## config.mk

```make
export PLATFORM = sky130hd
export DESIGN_NAME = oms_mode_select
export DESIGN_NICKNAME = d
export VERILOG_FILES = /design/src/rtl/oms_pkg.sv /design/src/rtl/oms_mode_decode.sv /design/src/rtl/oms_mode_select.sv
export SDC_FILE = /design/constraint.sdc
export NUM_CORES = 1
export LEC_CHECK = 0
export BUFFER_PORTS_ARGS = -buffer_cell sky130_fd_sc_hd__buf_2
export CAP_MARGIN = 15
export CELL_PAD_IN_SITES_DETAIL_PLACEMENT = 0
export CELL_PAD_IN_SITES_GLOBAL_PLACEMENT = 1
export CORE_MARGIN = 2
export CORE_UTILIZATION = 28
export CTS_BUF_LIST = sky130_fd_sc_hd__clkbuf_8
export DETAILED_ROUTE_END_ITERATION = 8
export GPL_TIMING_DRIVEN = 0
export PLACE_DENSITY = 0.81
export SYNTH_ARGS = -nofsm -noshare
export SYNTH_HDL_FRONTEND = slang
export SYNTH_SLANG_ARGS = --single-unit
```

## constraint.sdc

```tcl
create_clock -name clock_in -period 1.75 [get_ports clock_in]
set_clock_uncertainty 0.15 [all_clocks]
set_input_delay 0.35 -clock clock_in [delete_from_list [all_inputs] [get_ports clock_in]]
set_output_delay 0.35 -clock clock_in [all_outputs]
set_load 0.05 [all_outputs]
```

## src/rtl/oms_pkg.sv

```systemverilog
package oms_pkg;
    // Strap code bit positions: {background, select hi, select lo}
    localparam int STRAP_BACKGROUND_STRAP_PIN_POS = 2; // Background strap bit
    localparam int STRAP_HI_POS = 1; // Select hi bit
    localparam int STRAP_LO_POS = 0; // Select lo bit
    localparam logic [2:0] STRAP_RESET_DEFAULT = 3'h4; // Normal single-chip value
    localparam logic [1:0] SEL_SINGLE = 2'h0; // Single-chip select code
    localparam logic [1:0] SEL_NARROW = 2'h1; // Expanded narrow select code
    localparam logic [1:0] SEL_PERIPH = 2'h2; // Peripheral / reserved code
    localparam logic [1:0] SEL_WIDE = 2'h3; // Expanded wide select code
    localparam logic [1:0] PORT_GPIO = 2'h0; // Port as general I/O
    localparam logic [1:0] PORT_ADDR_HI_DATA = 2'h1; // High address muxed with data
    localparam logic [1:0] PORT_ADDR_LO = 2'h2; // Low address only
    localparam logic [1:0] PORT_ADDR_DATA = 2'h3; // Full address/data mux

    // Operating modes
    typedef enum logic [2:0] {
        OMS_SPECIAL_SINGLE,
        OMS_SPECIAL_NARROW,
        OMS_SPECIAL_PERIPH,
        OMS_SPECIAL_WIDE,
        OMS_NORMAL_SINGLE,
        OMS_NORMAL_NARROW,
        OMS_NORMAL_WIDE
    } oms_mode_t;
endpackage

```

## src/rtl/oms_mode_decode.sv

```systemverilog
`timescale 1ns/10ps
// Pure decode of the three mode status bits
module oms_mode_decode
    import oms_pkg::*;
(
    input wire logic [2:0] mode_bits_in, // Special-low, select hi, select lo
    output oms_mode_t mode_out, // Decoded mode
    output logic [1:0] port_a_use_out, // Port A function
    output logic [1:0] port_b_use_out // Port B function
);
    logic [1:0] sel; // Select code

    assign sel = mode_bits_in[STRAP_HI_POS:STRAP_LO_POS];

    // Mode table
    always_comb begin
        if (!mode_bits_in[STRAP_BACKGROUND_STRAP_PIN_POS]) begin
            unique case (sel)
                SEL_SINGLE: mode_out = OMS_SPECIAL_SINGLE;
                SEL_NARROW: mode_out = OMS_SPECIAL_NARROW;
                SEL_PERIPH: mode_out = OMS_SPECIAL_PERIPH;
                SEL_WIDE: mode_out = OMS_SPECIAL_WIDE;
            endcase
        end else begin
            unique case (sel)
                SEL_SINGLE: mode_out = OMS_NORMAL_SINGLE;
                SEL_NARROW: mode_out = OMS_NORMAL_NARROW;
                SEL_PERIPH: mode_out = OMS_SPECIAL_PERIPH; // Reserved forced
                SEL_WIDE: mode_out = OMS_NORMAL_WIDE;
            endcase
        end
    end

    // Port usage follows the bus width
    always_comb begin
        unique case (sel)
            SEL_SINGLE: begin
                port_a_use_out = PORT_GPIO;
                port_b_use_out = PORT_GPIO;
            end
            SEL_NARROW: begin
                port_a_use_out = PORT_ADDR_HI_DATA;
                port_b_use_out = PORT_ADDR_LO;
            end
            default: begin // Wide and peripheral
                port_a_use_out = PORT_ADDR_DATA;
                port_b_use_out = PORT_ADDR_DATA;
            end
        endcase
    end
endmodule

```

## src/rtl/oms_mode_select.sv

```systemverilog
`timescale 1ns/10ps
// Contract
// - Latch three straps at reset release
// - Status bits report mode, limited changes
// - Pull-up background, pull-downs selects during reset
// - Open straps give normal single-chip
// - Special modes decode from select code
// - Normal modes decode from select code
// - Reserved combination forced to peripheral
// - Ports follow single, narrow, wide usage
// - Normal protects bits, special allows writes
// - Special single-chip starts monitor active
// - Normal modes: enable before activate
// - Mode sets default map, then relocatable
// - Select bits: once normal, any special
// - Peripheral entered or left only by reset
module oms_mode_select
    import oms_pkg::*;
(
    input wire logic clock_in, // 20 MHz system clock
    input wire logic reset_in, // Async reset, active high
    input wire logic background_strap_pin_in, // Background strap level
    input wire logic mode_select_hi_pin_in, // Select hi strap level
    input wire logic mode_select_lo_pin_in, // Select lo strap level
    input wire logic mode_wr_in, // Software write strobe, select bits
    input wire logic [1:0] mode_wr_data_in, // New {hi, lo} select bits
    input wire logic dbg_enable_cmd_in, // Host enable command pulse
    input wire logic dbg_activate_cmd_in, // Host activate command pulse
    input wire logic dbg_exit_cmd_in, // Monitor leaves active state
    output logic background_pull_up_out, // Pull-up on background pin
    output logic mode_select_hi_pull_down_out, // Pull-down on select hi
    output logic mode_select_lo_pull_down_out, // Pull-down on select lo
    output logic special_mode_low_bit_out, // Low in special modes
    output logic mode_select_hi_out, // Select hi status bit
    output logic mode_select_lo_out, // Select lo status bit
    output oms_mode_t mode_out, // Decoded mode
    output logic special_out, // High in special modes
    output logic protect_lock_out, // Protected registers locked
    output logic [1:0] port_a_use_out, // Port A function
    output logic [1:0] port_b_use_out, // Port B function
    output logic default_map_load_out, // Pulse: load default map
    output logic debug_monitor_enabled_out, // Monitor enabled
    output logic debug_monitor_active_out // Monitor active
);
    logic [2:0] mode_bits_ff; // Latched status bits
    logic in_reset_ff; // High through reset, drops one edge after
    logic sel_written_ff; // Select bits already written once
    logic dbg_enabled_ff; // Monitor enabled
    logic dbg_active_ff; // Monitor active
    logic [2:0] nxt_mode_bits; // Next status bits
    logic wr_ok; // Select write accepted
    logic is_special; // Special mode flag
    logic is_periph; // Peripheral flag

    assign is_special = ~mode_bits_ff[STRAP_BACKGROUND_STRAP_PIN_POS];
    assign is_periph = (mode_out == OMS_SPECIAL_PERIPH);

    // Pulls only while reset holds; strap levels default via pulls
    assign background_pull_up_out = reset_in;
    assign mode_select_hi_pull_down_out = reset_in;
    assign mode_select_lo_pull_down_out = reset_in;

    // Release tracker: first clocked edge after reset drop samples straps
    always_ff @(posedge clock_in or posedge reset_in) begin
        if (reset_in) begin
            in_reset_ff <= 1'b1;
        end else begin
            in_reset_ff <= 1'b0;
        end
    end

    // Write gate: once in normal, any count in special
    // Peripheral cannot be entered or left by software
    assign wr_ok = mode_wr_in && !in_reset_ff && !is_periph
        && (mode_wr_data_in != SEL_PERIPH) && (is_special || !sel_written_ff);

    // Next status bits
    always_comb begin
        nxt_mode_bits = mode_bits_ff; // Hold otherwise
        if (in_reset_ff) begin
            // Straps captured at the first clock edge after reset release
            nxt_mode_bits = {background_strap_pin_in, mode_select_hi_pin_in,
                mode_select_lo_pin_in};
        end else if (wr_ok) begin
            nxt_mode_bits[STRAP_HI_POS:STRAP_LO_POS] = mode_wr_data_in;
        end
    end

    // Status bits; async reset takes a constant only
    always_ff @(posedge clock_in or posedge reset_in) begin
        if (reset_in) begin
            mode_bits_ff <= STRAP_RESET_DEFAULT;
        end else begin
            mode_bits_ff <= nxt_mode_bits;
        end
    end

    // Write-once tracking
    always_ff @(posedge clock_in or posedge reset_in) begin
        if (reset_in) begin
            sel_written_ff <= 1'b0;
        end else if (wr_ok) begin
            sel_written_ff <= 1'b1;
        end
    end

    // Default map load held high through reset, dropping as the latched mode takes effect
    assign default_map_load_out = in_reset_ff;

    oms_mode_decode u_decode (
        .mode_bits_in(mode_bits_ff),
        .mode_out(mode_out),
        .port_a_use_out(port_a_use_out),
        .port_b_use_out(port_b_use_out)
    );

    // Debug monitor enable
    always_ff @(posedge clock_in or posedge reset_in) begin
        if (reset_in) begin
            dbg_enabled_ff <= 1'b0;
        end else if (in_reset_ff) begin
            // Enabled from release in special single-chip
            dbg_enabled_ff <= !background_strap_pin_in && !mode_select_hi_pin_in
                && !mode_select_lo_pin_in;
        end else if (dbg_enable_cmd_in && !is_periph) begin
            dbg_enabled_ff <= 1'b1;
        end
    end

    // Debug monitor active; never before enabled
    always_ff @(posedge clock_in or posedge reset_in) begin
        if (reset_in) begin
            dbg_active_ff <= 1'b0;
        end else if (in_reset_ff) begin
            dbg_active_ff <= !background_strap_pin_in && !mode_select_hi_pin_in
                && !mode_select_lo_pin_in;
        end else if (dbg_activate_cmd_in && dbg_enabled_ff) begin
            dbg_active_ff <= 1'b1;
        end else if (dbg_exit_cmd_in) begin
            dbg_active_ff <= 1'b0;
        end
    end

    // Status outputs
    assign special_mode_low_bit_out = mode_bits_ff[STRAP_BACKGROUND_STRAP_PIN_POS];
    assign mode_select_hi_out = mode_bits_ff[STRAP_HI_POS];
    assign mode_select_lo_out = mode_bits_ff[STRAP_LO_POS];
    assign special_out = is_special;
    assign protect_lock_out = !is_special; // Normal modes lock
    assign debug_monitor_enabled_out = dbg_enabled_ff;
    assign debug_monitor_active_out = dbg_active_ff;
endmodule

```

# ---- After elaboration in Yosys (flattened, before gate mapping)
# Index checks and enable logic that the tools add are counted.
dict set report word_totals {
  register_bits 7
  input_bits 11
  output_inout_bits 18
}
dict set report op_classes {
  n_eq_ne 5
  mux 12
  n_bitwise 1
  n_reduce_logical 19
}
# op n
set ops {}
lappend ops {{$pmux W3 S4} 2}
lappend ops {{$logic_and A1 B1 Y1} 8}
lappend ops {{$pmux W2 S2} 2}
lappend ops {{$logic_not A1 Y1} 6}
lappend ops {{$mux W1} 5}
lappend ops {{$eq A2 B2 Y1 const B} 2}
lappend ops {{$mux W2} 2}
lappend ops {{$reduce_bool A2 Y1} 2}
lappend ops {{$eq A3 B2 Y1 const B} 1}
lappend ops {{$mux W3} 1}
lappend ops {{$reduce_bool A3 Y1} 1}
lappend ops {{$eq A2 B1 Y1 const B} 1}
lappend ops {{$logic_not A2 Y1} 1}
lappend ops {{$ne A2 B2 Y1 const B} 1}
lappend ops {{$logic_or A1 B1 Y1} 1}
lappend ops {{$not A1 Y1} 1}

# ---- Depth between registers and ports, before layout
dict set report depth {
  ltp_word 10
  depth_mapped 4
  mapped_depth_nobuf 3
}

# ---- Modules after synthesis
# Synthesis repeated with hierarchy kept, for this count alone.
dict set report unflattened {
  hier_cells 44
  area_unflattened_um2 406.6
}
# mod n_inst cells_each area_per_inst_um2
set by_module_without_submodules {}
lappend by_module_without_submodules {oms_mode_select 1 36 361.6}
lappend by_module_without_submodules {oms_mode_decode 1 8 45.0}

# ---- Worst setup path after synthesis
# OpenSTA, ideal clock, no wires.
dict set report synth_timing {
  path_type {flip-flop to output port}
  from {register mode_bits_ff[2]}
  to {output port mode_out[2]}
  t_arrival_ns 1.862
  setup_slack_ns -0.612
  stages_incl_launch_ff 3
  n_path_buf 0
  path_cell_list {dfstp_2 -> inv_1 -> a21oi_1}
}
dict set report synth_between {
  elab_chain_len 1
}
# item line_no
set synth_rtl {}
lappend synth_rtl {{start: declaration} oms_mode_select.sv:45} ;# logic [2:0] mode_bits_ff;
lappend synth_rtl {{start signal: assignment} oms_mode_select.sv:94} ;# mode_bits_ff <= nxt_mode_bits;
lappend synth_rtl {{$mux W3} oms_mode_decode.sv:17} ;# if (!mode_bits_in[STRAP_BACKGROUND_STRAP_PIN_POS]) begin
lappend synth_rtl {{end: declaration} oms_mode_select.sv:36} ;# output oms_mode_t mode_out,
# Every way passes these cells.

# ---- Worst setup path in the final report
# Ends and elaborated chain as after synthesis.

==> impl_metrics.yaml <==
worst_setup_path:
  path_max_fanout: 4
  reg2reg_from: "mode_bits_ff[2]"
  r2r_end: "mode_bits_ff[1]"
  start_kind: "flop"
  crit_start: "mode_bits_ff[2]"
  endpoint: "mode_out[2]"
  critPathRequiredTime_ns: 1.25
  crit_arrival_ns: 1.29
  crit_path_end_kind: "output port"
  reg2reg_depth: 4
  worstSetupPathType: "flop to output port"
  reg2reg_slack_ns: 0.26
grt:
  gr-usage-all-layers_pct: 13.4
  grt_pass1_vias: 426
  grt_pass1_wl_mm: 1.84
  grt_antenna_before_repair: 0
  grt_overflow: 0
  grt_max_degree: 9
final_layout:
  multi_input_area_um2: 176
  num-nets-final: 92
  drive_above_1_share_pct: 65.0
  seqCellArea_um2: 183
  nFillCells: 132
  syn_to_final_growth_pct: 65.8
  num_antenna_cells: 0
pwr:
  power_uw: 720
  power.leakage_nw: 0.346
  p_per_area_nw_per_um2: 1050
  ir_worst_vdd_mv: 0.444
synthesis:
  synth_most_common_cell: "buf_4"
  syn_nets: 56
  ys_top_cells_by_count: "6 x buf_4, 5 x dfrtp_1, 5 x inv_1"
  synth_cell_types: 24
  netlist.area_leader.share_pct: 30.3
  synth.largest_area_cell: "dfrtp_1"
  ys_seq_area_share_pct: 43.0
  syn_avg_cell_area_um2: 9.18
  synth_edf_count: 0
  yosysWarnings: 0
  ys_async_sr_fraction_pct: 100
  ys_ff_latch: 7
  syn-cell-area_um2: 413
  syn_inst: 45
  ys.flop_type: "dfrtp_1"
  ys_top_cells_by_area: "dfrtp_1 30%, dfstp_2 13%, buf_4 11%, a21oi_1 4.8%, inv_1 4.5%"
placement:
  place.port_buffers: 28
  place_ws_ns: 0.0939
  place.gp.congestion: 0.794
  dpl.hpwl_um: 868
detailed_routing:
  wl_per_cell_um: 11.1
  drt_first_pass_iters: 4
  first_iter_violations: 5
  post_drt_via_cell_ratio: 4.63
  drtAntennaViolNets: 0
  drt-total-wl_mm: 1.05
  drc: 0
  vias: 440
clocking:
  cts_buffers: 3
  cts-htree-levels: 1
  clk_transition_reported_paths_ns: 0.04
  clk_path_buf_depth: 2
  clock-root-buffer: "clkbuf_8"
  clock_latency_ns: 0.23
  tritoncts: "built"
  cts_num_sinks: 7
run:
  timing.max_cap.violations: 0
timing:
  max_freq_mhz: 559
  period_needed_ns: 1.79
  maxSlewViolCount: 0
  setup-violations-final: 1
  fin_crit_sh_pct: 102
  hold_violations: 0
  worst_slack_ns: -0.0388
  whs_ns: 0.197
  rsz0062_at_grt: "yes"
worst_hold_path:
  hold_path_class: "input port to flop"
die:
  row_count: 13
  ioPinCount: 29
  die_y_um: 42.4
  dieArea_um2: 1800
  start_util_pct: 31.0
  core-area_um2: 1330
  die_w_um: 42.4
outcome:
  status: "finished with violations"
  violations: "negative setup slack"
==> how the worst min path moves through the flow <==
stage / from / endpoint / slack, ns / cells after the start
after detailed placement: reset_in / sel_written_ff / 0.18 / 2
after CTS: background_strap_pin_in / mode_bits_ff[2] / 0.20 / 3
after global routing: background_strap_pin_in / mode_bits_ff[2] / 0.23 / 3
after global placement: reset_in / sel_written_ff / 0.17 / 2
after floorplan: reset_in / debug_monitor_active_out / 0.002 / 1
final: background_strap_pin_in / mode_bits_ff[2] / 0.20 / 3
==> registers in the layout, summed over array words and instances (netlist names) <==
register / flops
debug_monitor_enabled_out: 1
debug_monitor_active_out: 1
sel_written_ff: 1
mode_bits_ff: 3
default_map_load_out: 1
==> metal layers <==
layer  wire length (um)  GRT usage, %
met5                  0             0
met1                419          15.9
met3                106          4.31
met4                 19          7.50
met2                506          21.2
==> stage by stage <==
stage	cells	cell area [um^2]	TNS, ns	utilization, %
floorplan	45	440	-0.252	-
global placement	88	599	0	44.9
detailed placement	88	599	0	44.9
CTS	95	678	-0.0423	50.8
global route	95	684	-0.0893	51.3
finish	95	684	-0.0388	51.3
==> where the power goes <==
group / leakage (nW) / internal [mW] / switching, mW
sequential: 0.0757 / 0.180 / 0.0114
combinational: 0.244 / 0.0923 / 0.208
clock: 0.0269 / 0.152 / 0.0767
==> critical path: stages (launching register included) <==
cell and delay, ns:
dfstp_4 0.64, clkinvlp_4 0.12, a21oi_4 0.13, buf_6 0.17
==> cell usage in the layout (no fill, tap or decap), types with 2 or more instances in the layout <==
cell      count
nor2_1        2
nand2_1       2
buf_6         2
o21ai_0       2
clkbuf_8      3
dfrtp_1       4
buf_2        25
clkbuf_2      2
buf_4         9
a21oi_1       2
inv_1         5
==> cell families (layout without fill, tap and decap cells) <==
kind of cell           after synthesis  count (layout)  synth area share [%]
AO/OA/AOI/OAI                       13              13                  23.0
buffers and inverters               14              49                  18.5
flip-flops                           7               7                  43.0
other                                1               1                 0.908
AND/OR/NAND/NOR                     10              10                  14.5
==> repair_timing <==
item / in CTS / in global routing
endpoints found under the hold margin: 5 / 0
hold buffers: 1 / 0
pin swaps: 0 / 0
gates resized for setup: 3 / 3
buffers inserted: 2 / 0
endpoints found under the setup margin: 2 / 4
==> final cells by class <==
type,instances,area share [%]
plain buffers,9,8.59
inverters,5,3.29
multi-input cells,24,25.8
clock inverters,1,0.548
repair buffers,31,26.3
well taps,15,2.74
clock buffers,3,6.03
flip-flops and latches,7,26.7
Power figures use the tool's default switching activity.
